`src/core/barrier_pkg.sv`:
```
// Constants, state codes and error codes of the lane barrier sequencer.
// Assumes a single 100 MHz core clock and synchronous inputs.

`default_nettype none

package barrier_pkg;

  // ---------------------------------------------------------------
  // Timing
  // ---------------------------------------------------------------
  localparam int unsigned CLK_PERIOD_NS  = 10;
  localparam int unsigned TICK_PERIOD_NS = 100_000_000;
  localparam int unsigned TICK_CYCLES    = TICK_PERIOD_NS / CLK_PERIOD_NS;
  localparam int unsigned PRESCALE_W     = 24;
  localparam int unsigned TIME_W         = 8;

  // ---------------------------------------------------------------
  // Pulse queue
  // ---------------------------------------------------------------
  localparam int unsigned QUEUE_DEPTH = 5;
  localparam int unsigned QCOUNT_W    = 3;
  localparam logic        DIR_ENTRY   = 1'b0;
  localparam logic        DIR_EXIT    = 1'b1;

  // ---------------------------------------------------------------
  // Bus straps
  // ---------------------------------------------------------------
  localparam int unsigned ADDR_W            = 3;
  localparam int unsigned SW_TERM_BIT       = 0;
  localparam int unsigned SW_ADDR_LSB       = 1;
  localparam logic        LOGIC_TERM        = 1'b1;
  localparam logic [2:0]  LOGIC_ADDR        = 3'h0;
  localparam logic [2:0]  MOTOR_MASTER_ADDR = 3'h0;
  localparam logic [2:0]  MOTOR_SLAVE_ADDR  = 3'h7;

  // ---------------------------------------------------------------
  // Error codes, two decimal digits packed as nibbles
  // ---------------------------------------------------------------
  localparam logic [7:0] ERR_NONE     = 8'h00;
  localparam logic [7:0] ERR_EMERG    = 8'h02;
  localparam logic [7:0] ERR_BREAKIN  = 8'h04;
  localparam logic [7:0] ERR_IMPACT   = 8'h05;
  localparam logic [7:0] ERR_ANGLE    = 8'h40;
  localparam logic [7:0] ERR_CAN_ADDR = 8'h62;

  typedef enum logic [3:0] {
    ST_HOME_OPEN  = 4'h0,
    ST_HOME_CLOSE = 4'h1,
    ST_IDLE       = 4'h2,
    ST_OPEN       = 4'h3,
    ST_PASS       = 4'h4,
    ST_CLEAR      = 4'h5,
    ST_CLOSING    = 4'h6,
    ST_OOS        = 4'h7,
    ST_EMERG      = 4'h8,
    ST_CFG_ERR    = 4'h9
  } state_t;

endpackage

`default_nettype wire

```
`src/core/pulse_queue.sv`:
```
// Five-entry first-in first-out store of opening-pulse directions.
// Assumes the caller never pushes when it has no use for a pulse.

`timescale 1ns/10ps
`default_nettype none

module pulse_queue
  import barrier_pkg::*;
(
  input  wire logic                core_clk_i,
  input  wire logic                rstn_i,
  input  wire logic                push_i,
  input  wire logic                din_i,
  input  wire logic                pop_i,
  input  wire logic                flush_i,
  output logic                     dout_o,
  output logic                     empty_o,
  output logic                     full_o,
  output logic [QCOUNT_W-1:0]      count_o
);
  import barrier_pkg::*;

  typedef struct packed {
    logic [QUEUE_DEPTH-1:0] mem;
    logic [QCOUNT_W-1:0]    head;
    logic [QCOUNT_W-1:0]    count;
  } fifo_t;

  fifo_t q;
  fifo_t n;
  logic  push_ok;
  logic  pop_ok;

  function automatic logic [QCOUNT_W-1:0] wrap_idx(input logic [3:0] v);
    if (v >= 4'(QUEUE_DEPTH))
      return QCOUNT_W'(v - 4'(QUEUE_DEPTH));
    return v[QCOUNT_W-1:0];
  endfunction

  always_comb
  begin
    n       = q;
    push_ok = push_i && (q.count != QCOUNT_W'(QUEUE_DEPTH));
    pop_ok  = pop_i && (q.count != '0);
    if (flush_i)
    begin
      n.head  = '0;
      n.count = '0;
    end
    else
    begin
      if (push_ok)
        n.mem[wrap_idx({1'b0, q.head} + {1'b0, q.count})] = din_i;
      if (pop_ok)
        n.head = wrap_idx({1'b0, q.head} + 4'h1);
      n.count = QCOUNT_W'(q.count + {2'b0, push_ok} - {2'b0, pop_ok});
    end
  end

  always_ff @(posedge core_clk_i or negedge rstn_i)
  begin
    if (!rstn_i)
      q <= '0;
    else
      q <= n;
  end

  assign dout_o  = q.mem[q.head];
  assign empty_o = (q.count == '0);
  assign full_o  = (q.count == QCOUNT_W'(QUEUE_DEPTH));
  assign count_o = q.count;

endmodule // pulse_queue

`default_nettype wire

```
`src/core/barrier_passage_sequencer.sv`:
```
// Passage sequencer of a motorised pedestrian lane barrier.
// Assumes synchronous inputs; photocell inputs are high while blocked.

`timescale 1ns/10ps
`default_nettype none

module barrier_passage_sequencer
  import barrier_pkg::*;
#(
  parameter int unsigned TICK_CYCLES_P = barrier_pkg::TICK_CYCLES
)
(
  input  wire logic                    core_clk_i,
  input  wire logic                    rstn_i,
  input  wire logic                    emergency_input_i,
  input  wire logic                    entry_opening_input_i,
  input  wire logic                    exit_opening_input_i,
  input  wire logic                    entry_enable_i,
  input  wire logic                    exit_enable_i,
  input  wire logic                    queue_enable_i,
  input  wire logic                    reclose_behaviour_select_i,
  input  wire logic                    impact_response_select_i,
  input  wire logic [TIME_W-1:0]       hold_time_i,
  input  wire logic [TIME_W-1:0]       safety_delay_i,
  input  wire logic                    photocell_a_i,
  input  wire logic                    photocell_b_i,
  input  wire logic                    inner_limit_i,
  input  wire logic                    outer_limit_i,
  input  wire logic                    angle_ok_i,
  input  wire logic                    impact_i,
  input  wire logic                    closed_displaced_i,
  input  wire logic [3:0]              cfg_switch_i,
  input  wire logic [ADDR_W-1:0]       motor_master_addr_i,
  input  wire logic [ADDR_W-1:0]       motor_slave_addr_i,
  output logic                         motor_power_o,
  output logic                         wing_open_cmd_o,
  output logic                         wing_close_cmd_o,
  output logic                         reduced_speed_o,
  output logic                         out_of_service_o,
  output logic                         break_in_alarm_o,
  output logic [7:0]                   error_code_o,
  output logic                         error_relay_o,
  output logic                         can_term_en_o,
  output logic [ADDR_W-1:0]            can_addr_o,
  output logic                         entry_inhibit_o,
  output logic                         exit_inhibit_o,
  output logic                         entry_red_cross_o,
  output logic                         exit_red_cross_o,
  output logic [2:0]                   input_led_o,
  output logic [2:0]                   relay_led_o
);
  import barrier_pkg::*;

  typedef struct packed {
    state_t                st;
    logic [PRESCALE_W-1:0] pre;
    logic [TIME_W-1:0]     tmr;
    logic                  dir;
    logic                  breakin;
    logic                  impact;
    logic [7:0]            err;
    logic                  ent_prev;
    logic                  ext_prev;
    logic [3:0]            cfg;
    logic [2:0]            in_led;
  } seq_t;

  localparam seq_t SEQ_RESET = '{st: ST_HOME_OPEN, default: '0};

  seq_t                q;
  seq_t                n;
  logic                q_push;
  logic                q_din;
  logic                q_pop;
  logic                q_flush;
  logic                q_dout;
  logic                q_empty;
  logic                q_full;
  logic [QCOUNT_W-1:0] q_count;
  logic                tick;
  logic                cell_any;
  logic                cell_both;
  logic                cfg_bad;
  logic                fault_st;
  logic                queue_mode;
  logic                ent_ok;
  logic                ext_ok;
  logic                ok;

  pulse_queue u_queue (
    .core_clk_i (core_clk_i),
    .rstn_i     (rstn_i),
    .push_i     (q_push),
    .din_i      (q_din),
    .pop_i      (q_pop),
    .flush_i    (q_flush),
    .dout_o     (q_dout),
    .empty_o    (q_empty),
    .full_o     (q_full),
    .count_o    (q_count)
  );

  // ---------------------------------------------------------------
  // Decode of the inputs and the registered state
  // ---------------------------------------------------------------
  assign cell_any   = photocell_a_i | photocell_b_i;
  assign cell_both  = photocell_a_i & photocell_b_i;
  assign queue_mode = queue_enable_i & entry_enable_i & exit_enable_i;
  assign tick       = (q.pre == PRESCALE_W'(TICK_CYCLES_P - 1));
  assign fault_st   = (q.st == ST_EMERG) || (q.st == ST_OOS) ||
                      (q.st == ST_CFG_ERR) || (q.st == ST_HOME_OPEN) ||
                      (q.st == ST_HOME_CLOSE);
  // The switch straps are caught by the clock, so a moving switch is seen late; the motor addresses are not.
  assign cfg_bad    = (q.cfg[SW_TERM_BIT] != LOGIC_TERM) ||
                      (q.cfg[SW_ADDR_LSB +: ADDR_W] != LOGIC_ADDR) ||
                      (motor_master_addr_i == motor_slave_addr_i) ||
                      (motor_master_addr_i != MOTOR_MASTER_ADDR) ||
                      (motor_slave_addr_i != MOTOR_SLAVE_ADDR);
  assign ok         = !cfg_bad && emergency_input_i && (q.st != ST_OOS);

  // While one direction is served, the far reader is held off.
  assign entry_inhibit_o = !entry_enable_i || fault_st ||
                           (q.st != ST_IDLE && q.dir != DIR_ENTRY);
  assign exit_inhibit_o  = !exit_enable_i || fault_st ||
                           (q.st != ST_IDLE && q.dir != DIR_EXIT);
  assign ent_ok = entry_opening_input_i && !q.ent_prev && !entry_inhibit_o;
  assign ext_ok = exit_opening_input_i && !q.ext_prev && !exit_inhibit_o;

  // ---------------------------------------------------------------
  // Next state
  // ---------------------------------------------------------------
  always_comb
  begin
    n        = q;
    q_pop    = 1'b0;
    q_flush  = 1'b0;
    q_din    = ent_ok ? DIR_ENTRY : DIR_EXIT;
    n.ent_prev = entry_opening_input_i;
    n.ext_prev = exit_opening_input_i;
    n.cfg      = cfg_switch_i;
    n.in_led   = {exit_opening_input_i, entry_opening_input_i,
                  emergency_input_i};
    n.pre      = tick ? '0 : PRESCALE_W'(q.pre + 1'b1);
    if (tick && q.tmr != '0)
      n.tmr = TIME_W'(q.tmr - 1'b1);
    // A pulse is stored only when it can be used.
    q_push = (ent_ok || ext_ok) &&
             (queue_mode || (q.st == ST_IDLE && q_empty));
    n.breakin = closed_displaced_i &&
                (q.breakin || q.st == ST_IDLE);

    case (q.st)
      ST_HOME_OPEN:
        if (outer_limit_i)
          n.st = angle_ok_i ? ST_HOME_CLOSE : ST_OOS;
      ST_HOME_CLOSE:
        if (inner_limit_i)
          n.st = ST_IDLE;
      ST_IDLE:
        if (!q_empty)
        begin
          q_pop    = 1'b1;
          n.dir    = q_dout;
          n.tmr    = hold_time_i;
          n.impact = 1'b0;
          n.st     = ST_OPEN;
        end
      ST_OPEN:
        if (cell_any)
          n.st = ST_PASS;
        else if (q.tmr == '0)
        begin
          if (!q_empty)
          begin
            q_pop = 1'b1;
            n.dir = q_dout;
            n.tmr = hold_time_i;
          end
          else
            n.st = ST_CLOSING;
        end
      ST_PASS:
        if (cell_both)
        begin
          n.tmr = safety_delay_i;
          n.st  = ST_CLEAR;
        end
      ST_CLEAR:
        if (q.tmr == '0 && !cell_any)
        begin
          if (!q_empty)
          begin
            q_pop = 1'b1;
            n.dir = q_dout;
            n.tmr = hold_time_i;
            n.st  = ST_OPEN;
          end
          else
            n.st = ST_CLOSING;
        end
      ST_CLOSING:
        if (impact_i)
        begin
          n.impact = 1'b1;
          if (impact_response_select_i)
          begin
            n.tmr = hold_time_i;
            n.st  = ST_OPEN;
          end
        end
        else if (cell_any && reclose_behaviour_select_i)
        begin
          n.tmr = hold_time_i;
          n.st  = ST_OPEN;
        end
        else if (inner_limit_i)
          n.st = ST_IDLE;
      ST_OOS:
        n.st = ST_OOS;
      ST_EMERG:
        if (emergency_input_i)
          n.st = ST_HOME_OPEN;
      ST_CFG_ERR:
        if (!cfg_bad)
          n.st = ST_HOME_OPEN;
      default:
        n.st = ST_HOME_OPEN;
    endcase

    if (q.st != ST_OOS)
    begin
      if (cfg_bad)
      begin
        n.st    = ST_CFG_ERR;
        q_flush = 1'b1;
      end
      else if (!emergency_input_i)
      begin
        n.st    = ST_EMERG;
        q_flush = 1'b1;
      end
    end

    if (n.st == ST_OOS)
      n.err = ERR_ANGLE;
    else if (cfg_bad)
      n.err = ERR_CAN_ADDR;
    else if (!emergency_input_i)
      n.err = ERR_EMERG;
    else if (n.breakin)
      n.err = ERR_BREAKIN;
    else if (n.impact)
      n.err = ERR_IMPACT;
    else
      n.err = ERR_NONE;
  end

  always_ff @(posedge core_clk_i or negedge rstn_i)
  begin
    if (!rstn_i)
      q <= SEQ_RESET;
    else
      q <= n;
  end

  // ---------------------------------------------------------------
  // Outputs
  // ---------------------------------------------------------------
  assign motor_power_o     = (q.st != ST_EMERG) && (q.st != ST_CFG_ERR);
  assign wing_open_cmd_o   = (q.st == ST_HOME_OPEN) || (q.st == ST_OPEN) ||
                             (q.st == ST_PASS) || (q.st == ST_CLEAR);
  assign wing_close_cmd_o  = (q.st == ST_HOME_CLOSE) || (q.st == ST_CLOSING);
  assign reduced_speed_o   = (q.st == ST_HOME_CLOSE);
  assign out_of_service_o  = (q.st == ST_OOS);
  assign break_in_alarm_o  = q.breakin;
  assign error_code_o      = q.err;
  assign error_relay_o     = (q.err == ERR_NONE);
  assign can_term_en_o     = q.cfg[SW_TERM_BIT];
  assign can_addr_o        = q.cfg[SW_ADDR_LSB +: ADDR_W];
  assign entry_red_cross_o = entry_inhibit_o && (q.st != ST_EMERG);
  assign exit_red_cross_o  = exit_inhibit_o && (q.st != ST_EMERG);
  assign input_led_o       = q.in_led;
  assign relay_led_o       = {error_relay_o, exit_inhibit_o,
                              entry_inhibit_o};
endmodule // barrier_passage_sequencer

`default_nettype wire

```
`config.mk`:
```
export PLATFORM = sky130hd
export DESIGN_NAME = barrier_passage_sequencer
export DESIGN_NICKNAME = d
export VERILOG_FILES = /design/src/core/barrier_pkg.sv /design/src/core/pulse_queue.sv /design/src/core/barrier_passage_sequencer.sv
export SDC_FILE = /design/constraint.sdc
export NUM_CORES = 1
export LEC_CHECK = 0
export BUFFER_PORTS_ARGS = -buffer_cell sky130_fd_sc_hd__buf_2
export CAP_MARGIN = 20
export CORE_ASPECT_RATIO = 0.6
export CORE_UTILIZATION = 45
export DETAILED_ROUTE_END_ITERATION = 6
export PLACE_DENSITY = 0.67
export SETUP_SLACK_MARGIN = 0.05
export SLEW_MARGIN = 20
export SYNTH_ARGS = -nofsm -noshare
export SYNTH_HDL_FRONTEND = slang
export SYNTH_HIERARCHICAL = 1
export SYNTH_SLANG_ARGS = --single-unit
```
`constraint.sdc`:
```
create_clock -name core_clk_i -period 4.65 [get_ports core_clk_i]
set_clock_uncertainty 0.05 [all_clocks]
set_input_delay 1.395 -clock core_clk_i [delete_from_list [all_inputs] [get_ports core_clk_i]]
set_output_delay 1.395 -clock core_clk_i [all_outputs]
set_load 0.02 [all_outputs]
```
==> results_tabular.tex, run 1 <==
\begin{tabular}{lr}
\hline
Metric & Value \\
\hline
\multicolumn{2}{l}{\textbf{Run status}} \\
\quad Run status & finished, final reports clean \\
\multicolumn{2}{l}{\textbf{Timing}} \\
\quad Final period utilization & 0.851 \\
\quad Worst slew pin tran & 903 ps \\
\quad Worst Slack Setup Final & 695 ps \\
\quad Achievable frequency & 0.253 GHz \\
\quad Setup TNS after final layout & 0 ps \\
\quad Final setup viols & 0 \\
\quad Remaining max-slew budget at the tightest pin & 0.393 \\
\quad Time the final worst path needs with I/O delays and setup & 3960 ps \\
\quad Setup repair after global routing missed its margin & false \\
\quad Hold Vio Cnt, Final & 0 \\
\quad Count of final max-slew check failures & 0 \\
\multicolumn{2}{l}{\textbf{Pwr}} \\
\quad Total power of the final layout & 1.29 mW \\
\quad Cell area power density & 277 nW/um2 \\
\quad Maximum ir drop on the vdd rail & 0.000170 V \\
\quad Leakage & 2.06 nW \\
\multicolumn{2}{l}{\textbf{Synthesis}} \\
\quad Mean post-synth cell area & 9.47 um2 \\
\quad Synthesis Warnings & 6 \\
\quad Synthesized netlist cell count & 423 \\
\quad Cell Area, Synth & 4010 um2 \\
\multicolumn{2}{l}{\textbf{Global routing}} \\
\quad Total congestion overflow after global routing & 0 \\
\quad Antenna violations before repair & 0 \\
\quad First-pass GRT wire length & 15600 um \\
\quad Largest net degree at the start of global routing & 63 \\
\quad Via count of the first global-routing pass & 3174 \\
\quad GRT Util Overall & 0.225 \\
\multicolumn{2}{l}{\textbf{Clock network}} \\
\quad Skew-Pair Late Insertion Delay & 340 ps \\
\quad Post-CTS Setup Inserts & 0 \\
\quad Root Buffer Master & clkbuf\_16 \\
\quad Number of hold-repair buffers added at the cts stage & 0 \\
\quad Number of buffers created by CTS & 9 \\
\quad Clock-pin slew reported for the worst setup and hold paths after clock tree synthesis & 60 ps \\
\quad Maximum buffer depth of the clock tree & 2 \\
\quad \# resized after CTS & 0 \\
\quad CTS H-tree depth & 3 \\
\quad Number of sinks on the clock net & 62 \\
\quad TritonCTS clock tree & built \\
\multicolumn{2}{l}{\textbf{Route}} \\
\quad Routed wire per std cell & 16.0 um \\
\quad Vias per Instance & 5.64 \\
\quad Final routed wirelength across all metal layers & 9570 um \\
\quad Final routed DRC violation total & 0 \\
\quad Count of nets left with antenna violations after detail routing & 0 \\
\quad TritonRoute pass-1 iters & 5 \\
\quad Number of design-rule violations left by the first detailed-router iteration & 219 \\
\quad Total vias in the final route & 3371 \\
\multicolumn{2}{l}{\textbf{Finish}} \\
\quad Number of filler instances in the final layout & 796 \\
\quad Layout overhead on the synthesized area & 16.1\% \\
\quad Most frequent cells in the layout & 68 x buf\_2, 62 x dfrtp\_1, 42 x nor2\_1 \\
\quad Post-layout util & 0.543 \\
\quad Commonest non-fill, non-tap cell in the layout & buf\_2 \\
\quad Footprint of the multi-input gates & 2170 um2 \\
\quad Fin nets & 537 \\
\quad Proportion of layout cells with a drive suffix above 1 & 0.243 \\
\quad Diodes inserted & 0 \\
\quad Storage element area & 1550 um2 \\
\multicolumn{2}{l}{\textbf{Run}} \\
\quad Max Cap Violations & 0 \\
\multicolumn{2}{l}{\textbf{Floorplan}} \\
\quad Width of the die & 124 um \\
\quad Area of the core & 8560 um2 \\
\quad Overall die height & 75.1 um \\
\quad Count of standard-cell rows & 26 \\
\quad Top-level I/O count & 72 \\
\quad Starting density of the core & 0.468 \\
\quad Total die area & 9290 um2 \\
\multicolumn{2}{l}{\textbf{Worst setup path}} \\
\quad Worst Path Class, Setup & in2reg \\
\quad Crit path capture type & flop \\
\quad Type of element launching the critical path & input port \\
\quad Max Fanout on Critical Path & 5 \\
\quad Required time worst endpoint & 4830 ps \\
\quad Crit path arrival time & 4130 ps \\
\multicolumn{2}{l}{\textbf{Placed design}} \\
\quad Final RePlAce weighted congestion & 0.879 \\
\quad Worst slack after detailed placement & 318 ps \\
\quad Estimated wirelength of the detail-placed design & 7010 um \\
\quad Count of port buffers added during placement & 68 \\
\multicolumn{2}{l}{\textbf{Worst hold path}} \\
\quad Type of the worst min-delay path & reg2reg \\
\hline
\end{tabular}
==> state kept, by name, indices dropped and copies added (netlist names) <==
signal            count
q                    39
u_queue/q             8
error_code_o          5
can_addr_o            3
u_queue/count_o       3
input_led_o           2
break_in_alarm_o      1
can_term_en_o         1
==> routing by layer <==
layer  vias to the layer above  routed length, um  GRT usage
met4                         0                 90     0.0736
li1                       1628                  -          -
met5                         -                  0          0
met1                      1629               5030      0.336
met2                       103               3880      0.313
met3                        11                572     0.0614
==> power breakdown <==
group	internal, mW	switching, mW
sequential	0.544	0.00250
clock	0.432	0.256
combinational	0.0208	0.0325
==> critical path: stages <==
cell     delay [ps]
buf_2           120
or4b_1          520
or4_4           440
a21oi_2         210
nor2b_1         210
ha_1            260
inv_1            60
ha_1            140
inv_1            50
fa_1            370
xor2_1          170
xnor2_1         130
nor2_1           50
==> final cells by class <==
type / count / area share
multi-input cells: 312 / 0.468
flip-flops and latches: 62 / 0.334
repair buffers: 76 / 0.0861
clock buffers: 10 / 0.0514
well taps: 112 / 0.0301
inverters: 20 / 0.0162
clock inverters: 6 / 0.0145
==> final timing paths <==
path | from | end | slack, ps | cells past startpoint
max in group asynchronous | rstn_i | can_addr_o[1] | 2820 | 2
min reg2reg | q[34] | q[34] | 430 | 1
max | photocell_b_i | u_queue/count_o[2] | 690 | 13
max reg2reg | q[20] | u_queue/count_o[2] | 1060 | 14
min in group asynchronous | rstn_i | q[45] | 1190 | 2
min | q[34] | q[34] | 430 | 1
==> stage by stage <==
stage | instances | instance area, um2 | hold WS [ps]
6_report | 598 | 4650 | 427
5_1_grt | 598 | 4650 | 441
4_1_cts | 598 | 4650 | 434
3_5_place_dp | 582 | 4340 | 416
3_3_place_gp | 582 | 4340 | 407
2_1_floorplan | 425 | 4010 | 391
No activity file was read; power rests on OpenSTA's default activity.
==> run 2, diff against run 1 <==
- PLACE_DENSITY: 0.67 -> 0.79
- clock period: 4.65 -> 4.59 ns (I/O delays scaled with it)
==> run 2 against run 1 <==
  * Sequential share of layout area is 0.16 points higher
  * Critical path depth unchanged
  * Flip-flop and latch count did not move
  * First-iteration DRC count is 34% lower
  * Core utilization shrank 0.26 points
  * Clock-buffer cell count unchanged
  * Largest power group unchanged
  * Via count up 1.5%
  * Die area did not move
  * Hold slack better by 8.8 ps
  * Largest cell class unchanged
  * Register-to-register slack worse by 80 ps
  * Worst setup slack got worse by 110 ps
  * Final cell count shrank 0.50%
==> results_tabular.tex, run 2 (synthesized netlist as in run 1, its figures left out) <==
\begin{tabular}{lr}
\hline
Metric & Value \\
\hline
\multicolumn{2}{l}{\textbf{Finish}} \\
\quad Commonest non-fill, non-tap cell in the layout & buf\_2 \\
\quad Number of filler instances in the final layout & 741 \\
\quad Largest register by flop count & q \\
\quad Count of placed standard cells in the final layout, fillers left out & 595 \\
\quad Most frequent cells in the layout & 68 x buf\_2, 62 x dfrtp\_1, 42 x nor2\_1 \\
\quad Diodes inserted & 0 \\
\quad Proportion of layout cells with a drive suffix above 1 & 0.238 \\
\quad Fin nets & 534 \\
\quad Layout overhead on the synthesized area & 15.5\% \\
\quad Largest register FFs & 39 \\
\multicolumn{2}{l}{\textbf{Clock network}} \\
\quad Post-CTS Setup Inserts & 0 \\
\quad Skew-Pair Late Insertion Delay & 330 ps \\
\quad Number of hold-repair buffers added at the cts stage & 0 \\
\quad TritonCTS clock tree & built \\
\quad Root Buffer Master & clkbuf\_16 \\
\quad \# resized after CTS & 0 \\
\quad Clock-pin slew reported for the worst setup and hold paths after clock tree synthesis & 60 ps \\
\quad Maximum buffer depth of the clock tree & 2 \\
\quad Number of buffers created by CTS & 9 \\
\quad Number of sinks on the clock net & 62 \\
\quad CTS H-tree depth & 3 \\
\multicolumn{2}{l}{\textbf{Timing}} \\
\quad Final period utilization & 0.873 \\
\quad Achievable frequency & 0.250 GHz \\
\quad Setup repair after global routing missed its margin & false \\
\quad Setup TNS after final layout & 0 ps \\
\quad Hold Vio Cnt, Final & 0 \\
\quad Worst Slack Setup Final & 583 ps \\
\quad Count of final max-slew check failures & 0 \\
\quad Remaining max-slew budget at the tightest pin & 0.341 \\
\quad Worst slew pin tran & 975 ps \\
\quad Time the final worst path needs with I/O delays and setup & 4010 ps \\
\quad Final setup viols & 0 \\
\multicolumn{2}{l}{\textbf{Floorplan}} \\
\quad Count of standard-cell rows & 26 \\
\quad Width of the die & 124 um \\
\quad Overall die height & 75.1 um \\
\quad Starting density of the core & 0.468 \\
\quad Area of the core & 8560 um2 \\
\quad Total die area & 9290 um2 \\
\quad Top-level I/O count & 72 \\
\multicolumn{2}{l}{\textbf{Route}} \\
\quad Final routed DRC violation total & 0 \\
\quad Count of nets left with antenna violations after detail routing & 0 \\
\quad Routed wire per std cell & 16.4 um \\
\quad Max layer used & met4 \\
\quad TritonRoute pass-1 iters & 5 \\
\quad DRT met1 WL & 4800 um \\
\quad Vias per Instance & 5.75 \\
\quad Number of design-rule violations left by the first detailed-router iteration & 144 \\
\quad Total vias in the final route & 3421 \\
\quad Met3 wire length & 688 um \\
\quad Routed met2 length & 4090 um \\
\quad Final routed wirelength across all metal layers & 9760 um \\
\multicolumn{2}{l}{\textbf{Worst setup path}} \\
\quad Reg2Reg Depth & 14 \\
\quad Cell-by-cell trace of the critical path & buf\_2 > or4b\_1 > or4\_4 > a21oi\_2 > nor2b\_1 > ha\_1 > inv\_1 > ha\_1 > inv\_1 > fa\_1 > xor2\_1 > xnor2\_1 > nor2\_1 \\
\quad Critical-path top delay cell & or4b\_1 \\
\quad Critical register-to-register path endpoint & u\_queue/count\_o[2] \\
\quad Crit path arrival time & 4150 ps \\
\quad Crit path capture type & flop \\
\quad Type of element launching the critical path & input port \\
\quad Peak per-stage delay on the critical path & 540 ps \\
\quad Slack of the worst reg-to-reg path & 980 ps \\
\quad Reg-to-reg startpoint & q[20] \\
\quad Required time worst endpoint & 4740 ps \\
\quad Worst Path Class, Setup & in2reg \\
\quad Max Fanout on Critical Path & 5 \\
\multicolumn{2}{l}{\textbf{Global routing}} \\
\quad Via count of the first global-routing pass & 3337 \\
\quad Largest net degree at the start of global routing & 45 \\
\quad Antenna violations before repair & 0 \\
\quad First-pass GRT wire length & 16000 um \\
\quad Total congestion overflow after global routing & 0 \\
\quad GRT Util Overall & 0.229 \\
\multicolumn{2}{l}{\textbf{Run}} \\
\quad Max Cap Violations & 0 \\
\multicolumn{2}{l}{\textbf{Worst hold path}} \\
\quad Hold Crit Start & q[49] \\
\quad Number of cells traversed by the worst hold path & 1 \\
\quad End point of the most critical hold path & q[49] \\
\quad Type of the worst min-delay path & reg2reg \\
\multicolumn{2}{l}{\textbf{Placed design}} \\
\quad Estimated wirelength of the detail-placed design & 7110 um \\
\quad Count of port buffers added during placement & 68 \\
\quad Worst slack after detailed placement & 268 ps \\
\quad Final RePlAce weighted congestion & 0.915 \\
\quad Total placed cells including tap cells & 579 \\
\multicolumn{2}{l}{\textbf{Pwr}} \\
\quad Leakage & 2.05 nW \\
\quad Maximum ir drop on the vdd rail & 0.000242 V \\
\quad Cell area power density & 282 nW/um2 \\
\multicolumn{2}{l}{\textbf{Run status}} \\
\quad Run status & finished, final reports clean \\
\hline
\end{tabular}
[run 2: stage by stage]
step / util / area [um2] / hold WS (ps) / total power [mW]
floorplan: - / 4010 / 391 / 0.585
global placement: 0.505 / 4320 / 407 / 0.616
detailed placement: 0.505 / 4320 / 429 / 0.618
CTS: 0.541 / 4630 / 438 / 1.32
global route: 0.541 / 4630 / 455 / 1.34
finish: 0.541 / 4630 / 436 / 1.30
[run 2: critical path, delay by kind of cell]
| kind | cells | cell delay [ps] |
|---|---|---|
| xor+xnor | 2 | 310 |
| compound gates | 1 | 220 |
| fa+ha+maj | 3 | 760 |
| simple gates | 4 | 1270 |
| buf+inv | 3 | 210 |
[run 2: layer usage]
layer,GRT usage,up-vias
li1,-,1621
met1,0.321,1636
met2,0.328,147
met3,0.0545,17
met4,0.119,0
met5,0,-
[run 2: layout make-up]
| class | instances | area, um2 | share of cell area |
|---|---|---|---|
| Clock inverter | 6 | 67.6 | 0.0146 |
| Inverter | 20 | 75.1 | 0.0162 |
| Multi-Input combinational cell | 312 | 2170 | 0.470 |
| Timing Repair Buffer | 73 | 378 | 0.0817 |
| Sequential cell | 62 | 1550 | 0.335 |
| Tap cell | 112 | 140 | 0.0303 |
| Clock buffer | 10 | 239 | 0.0517 |
[run 2: worst max-delay path by stage]
stage / from / slack, ps / cells past startpoint / endpoint
floorplan: photocell_b_i / 500 / 13 / u_queue/count_o[2]
global placement: photocell_b_i / 350 / 13 / u_queue/count_o[2]
detailed placement: photocell_b_i / 270 / 13 / u_queue/count_o[2]
CTS: photocell_b_i / 620 / 13 / u_queue/count_o[2]
global route: photocell_b_i / 480 / 13 / u_queue/count_o[2]
finish: photocell_b_i / 580 / 13 / u_queue/count_o[2]
[run 2: report_power, final]
| part | internal (mW) | switching [mW] | leakage [nW] | total (mW) |
|---|---|---|---|---|
| Combinational | 0.0210 | 0.0328 | 1.13 | 0.0539 |
| Sequential | 0.551 | 0.00271 | 0.774 | 0.554 |
| Clock | 0.437 | 0.258 | 0.145 | 0.695 |
==> run 3, diff against run 2 <==
- CTS_BUF_LIST: not set -> sky130_fd_sc_hd__clkbuf_8
==> run 3 against run 2 <==
  * Cell area down 2.2%
  * Non-clock buffer count stayed put
  * Largest power group is now sequential cells
  * Final cell count is the same
  * First-iteration DRC count rose by 15%
  * Clock power fell by 28%
  * Total power is 15% lower
  * Sequential share of layout area up 0.75 points
  * Combinational power hardly changed
==> results_tabular.tex, run 3 (synthesized netlist as in run 1, its figures left out) <==
\begin{tabular}{lr}
\hline
Metric & Value \\
\hline
\multicolumn{2}{l}{\textbf{Worst setup path}} \\
\quad Cell-by-cell trace of the critical path & buf\_2 > or4b\_1 > or4\_4 > a21oi\_2 > nor2b\_1 > ha\_1 > inv\_1 > ha\_1 > inv\_1 > fa\_1 > xor2\_1 > xnor2\_1 > nor2\_1 \\
\quad Required time worst endpoint & 4750 ps \\
\quad Critical-path top delay cell & or4b\_1 \\
\quad Max Fanout on Critical Path & 5 \\
\quad Reg2Reg Depth & 14 \\
\quad Type of element launching the critical path & input port \\
\quad Peak per-stage delay on the critical path & 540 ps \\
\quad Critical register-to-register path endpoint & u\_queue/count\_o[2] \\
\quad Crit path arrival time & 4140 ps \\
\quad Reg-to-reg startpoint & q[20] \\
\quad Slack of the worst reg-to-reg path & 1000 ps \\
\quad Crit path capture type & flop \\
\quad CP Launch Point & photocell\_b\_i \\
\quad Worst Path Class, Setup & in2reg \\
\multicolumn{2}{l}{\textbf{Pwr}} \\
\quad Cell area power density & 244 nW/um2 \\
\quad Leakage & 2.00 nW \\
\quad Maximum ir drop on the vdd rail & 0.000200 V \\
\multicolumn{2}{l}{\textbf{Floorplan}} \\
\quad Count of standard-cell rows & 26 \\
\quad Top-level I/O count & 72 \\
\quad Width of the die & 124 um \\
\quad Starting density of the core & 0.468 \\
\quad Area of the core & 8560 um2 \\
\quad Total die area & 9290 um2 \\
\quad Overall die height & 75.1 um \\
\multicolumn{2}{l}{\textbf{Clock network}} \\
\quad TritonCTS clock tree & built \\
\quad Root Buffer Master & clkbuf\_8 \\
\quad \# resized after CTS & 0 \\
\quad Skew-Pair Late Insertion Delay & 350 ps \\
\quad Number of buffers created by CTS & 9 \\
\quad CTS H-tree depth & 3 \\
\quad Clock-pin slew reported for the worst setup and hold paths after clock tree synthesis & 70 ps \\
\quad Number of hold-repair buffers added at the cts stage & 0 \\
\quad Number of sinks on the clock net & 62 \\
\quad Maximum buffer depth of the clock tree & 2 \\
\quad Post-CTS Setup Inserts & 0 \\
\multicolumn{2}{l}{\textbf{Run status}} \\
\quad Run status & finished, final reports clean \\
\multicolumn{2}{l}{\textbf{Timing}} \\
\quad Achievable frequency & 0.251 GHz \\
\quad Setup repair after global routing missed its margin & false \\
\quad Hold Vio Cnt, Final & 0 \\
\quad Time the final worst path needs with I/O delays and setup & 3980 ps \\
\quad Worst slew pin tran & 962 ps \\
\quad Final setup viols & 0 \\
\quad Count of final max-slew check failures & 0 \\
\quad Final period utilization & 0.868 \\
\quad Remaining max-slew budget at the tightest pin & 0.350 \\
\quad Setup TNS after final layout & 0 ps \\
\multicolumn{2}{l}{\textbf{Finish}} \\
\quad Largest register FFs & 39 \\
\quad Diodes inserted & 0 \\
\quad Layout overhead on the synthesized area & 13.0\% \\
\quad Largest register by flop count & q \\
\quad Post-layout util & 0.529 \\
\quad Most frequent cells in the layout & 68 x buf\_2, 62 x dfrtp\_1, 42 x nor2\_1 \\
\quad Fin nets & 534 \\
\quad Proportion of layout cells with a drive suffix above 1 & 0.238 \\
\quad Commonest non-fill, non-tap cell in the layout & buf\_2 \\
\multicolumn{2}{l}{\textbf{Route}} \\
\quad TritonRoute pass-1 iters & 5 \\
\quad Final routed wirelength across all metal layers & 9600 um \\
\quad Count of nets left with antenna violations after detail routing & 0 \\
\quad Total vias in the final route & 3433 \\
\quad Routed wire per std cell & 16.1 um \\
\quad Number of design-rule violations left by the first detailed-router iteration & 165 \\
\quad Final routed DRC violation total & 0 \\
\quad Vias per Instance & 5.77 \\
\multicolumn{2}{l}{\textbf{Worst hold path}} \\
\quad Number of cells traversed by the worst hold path & 1 \\
\quad Hold Crit Start & q[49] \\
\quad Type of the worst min-delay path & reg2reg \\
\quad End point of the most critical hold path & q[49] \\
\multicolumn{2}{l}{\textbf{Global routing}} \\
\quad Via count of the first global-routing pass & 3336 \\
\quad Total congestion overflow after global routing & 0 \\
\quad Largest net degree at the start of global routing & 45 \\
\quad First-pass GRT wire length & 15900 um \\
\quad Antenna violations before repair & 0 \\
\quad GRT Util Overall & 0.225 \\
\multicolumn{2}{l}{\textbf{Placed design}} \\
\quad Estimated wirelength of the detail-placed design & 7110 um \\
\quad Final RePlAce weighted congestion & 0.915 \\
\quad Count of port buffers added during placement & 68 \\
\multicolumn{2}{l}{\textbf{Run}} \\
\quad Max Cap Violations & 0 \\
\hline
\end{tabular}
## run 3: power by group
group,switching (mW),internal (mW)
Combinational,0.0327,0.0210
Clock,0.229,0.268
Sequential,0.00267,0.550
Total,0.264,0.839
## run 3: per-stage QoR
stage / setup WS, ps / instances / total power, mW / hold WS, ps / instance area [um2]
2_1_floorplan: 499 / 425 / 0.585 / 391 / 4010
3_3_place_gp: 351 / 579 / 0.616 / 407 / 4320
3_5_place_dp: 268 / 579 / 0.618 / 429 / 4320
4_1_cts: 639 / 595 / 1.12 / 441 / 4520
5_1_grt: 484 / 595 / 1.15 / 458 / 4520
6_report: 608 / 595 / 1.10 / 439 / 4520
## run 3: how the worst max path moves through the flow
stage                         endpoint  cells past startpoint
floorplan           u_queue/count_o[2]                     13
global placement    u_queue/count_o[2]                     13
detailed placement  u_queue/count_o[2]                     13
CTS                 u_queue/count_o[2]                     13
global route        u_queue/count_o[2]                     13
finish              u_queue/count_o[2]                     13
## run 3: cell type report
class | count | area (um2)
well taps | 112 | 140
fillers | 758 | 4030
flip-flops and latches | 62 | 1550
repair buffers | 73 | 378
clock inverters | 6 | 67.6
clock buffers | 10 | 138
multi-input cells | 312 | 2170
inverters | 20 | 75.1
## run 3: metal layers
metal  wire length (um)  track usage
met1               4620        0.316
met2               3970        0.323
met3                777       0.0689
met4                227       0.0937
met5                  0            0
## run 3: worst max-delay path: cells and delay by family
family	cells	cell delay [ps]
and+or+nand+nor	4	1270
adders and majority gates	3	760
AOI/OAI and AO/OA	1	220
buffers and inverters	3	210
xor gates and xnor gates	2	310
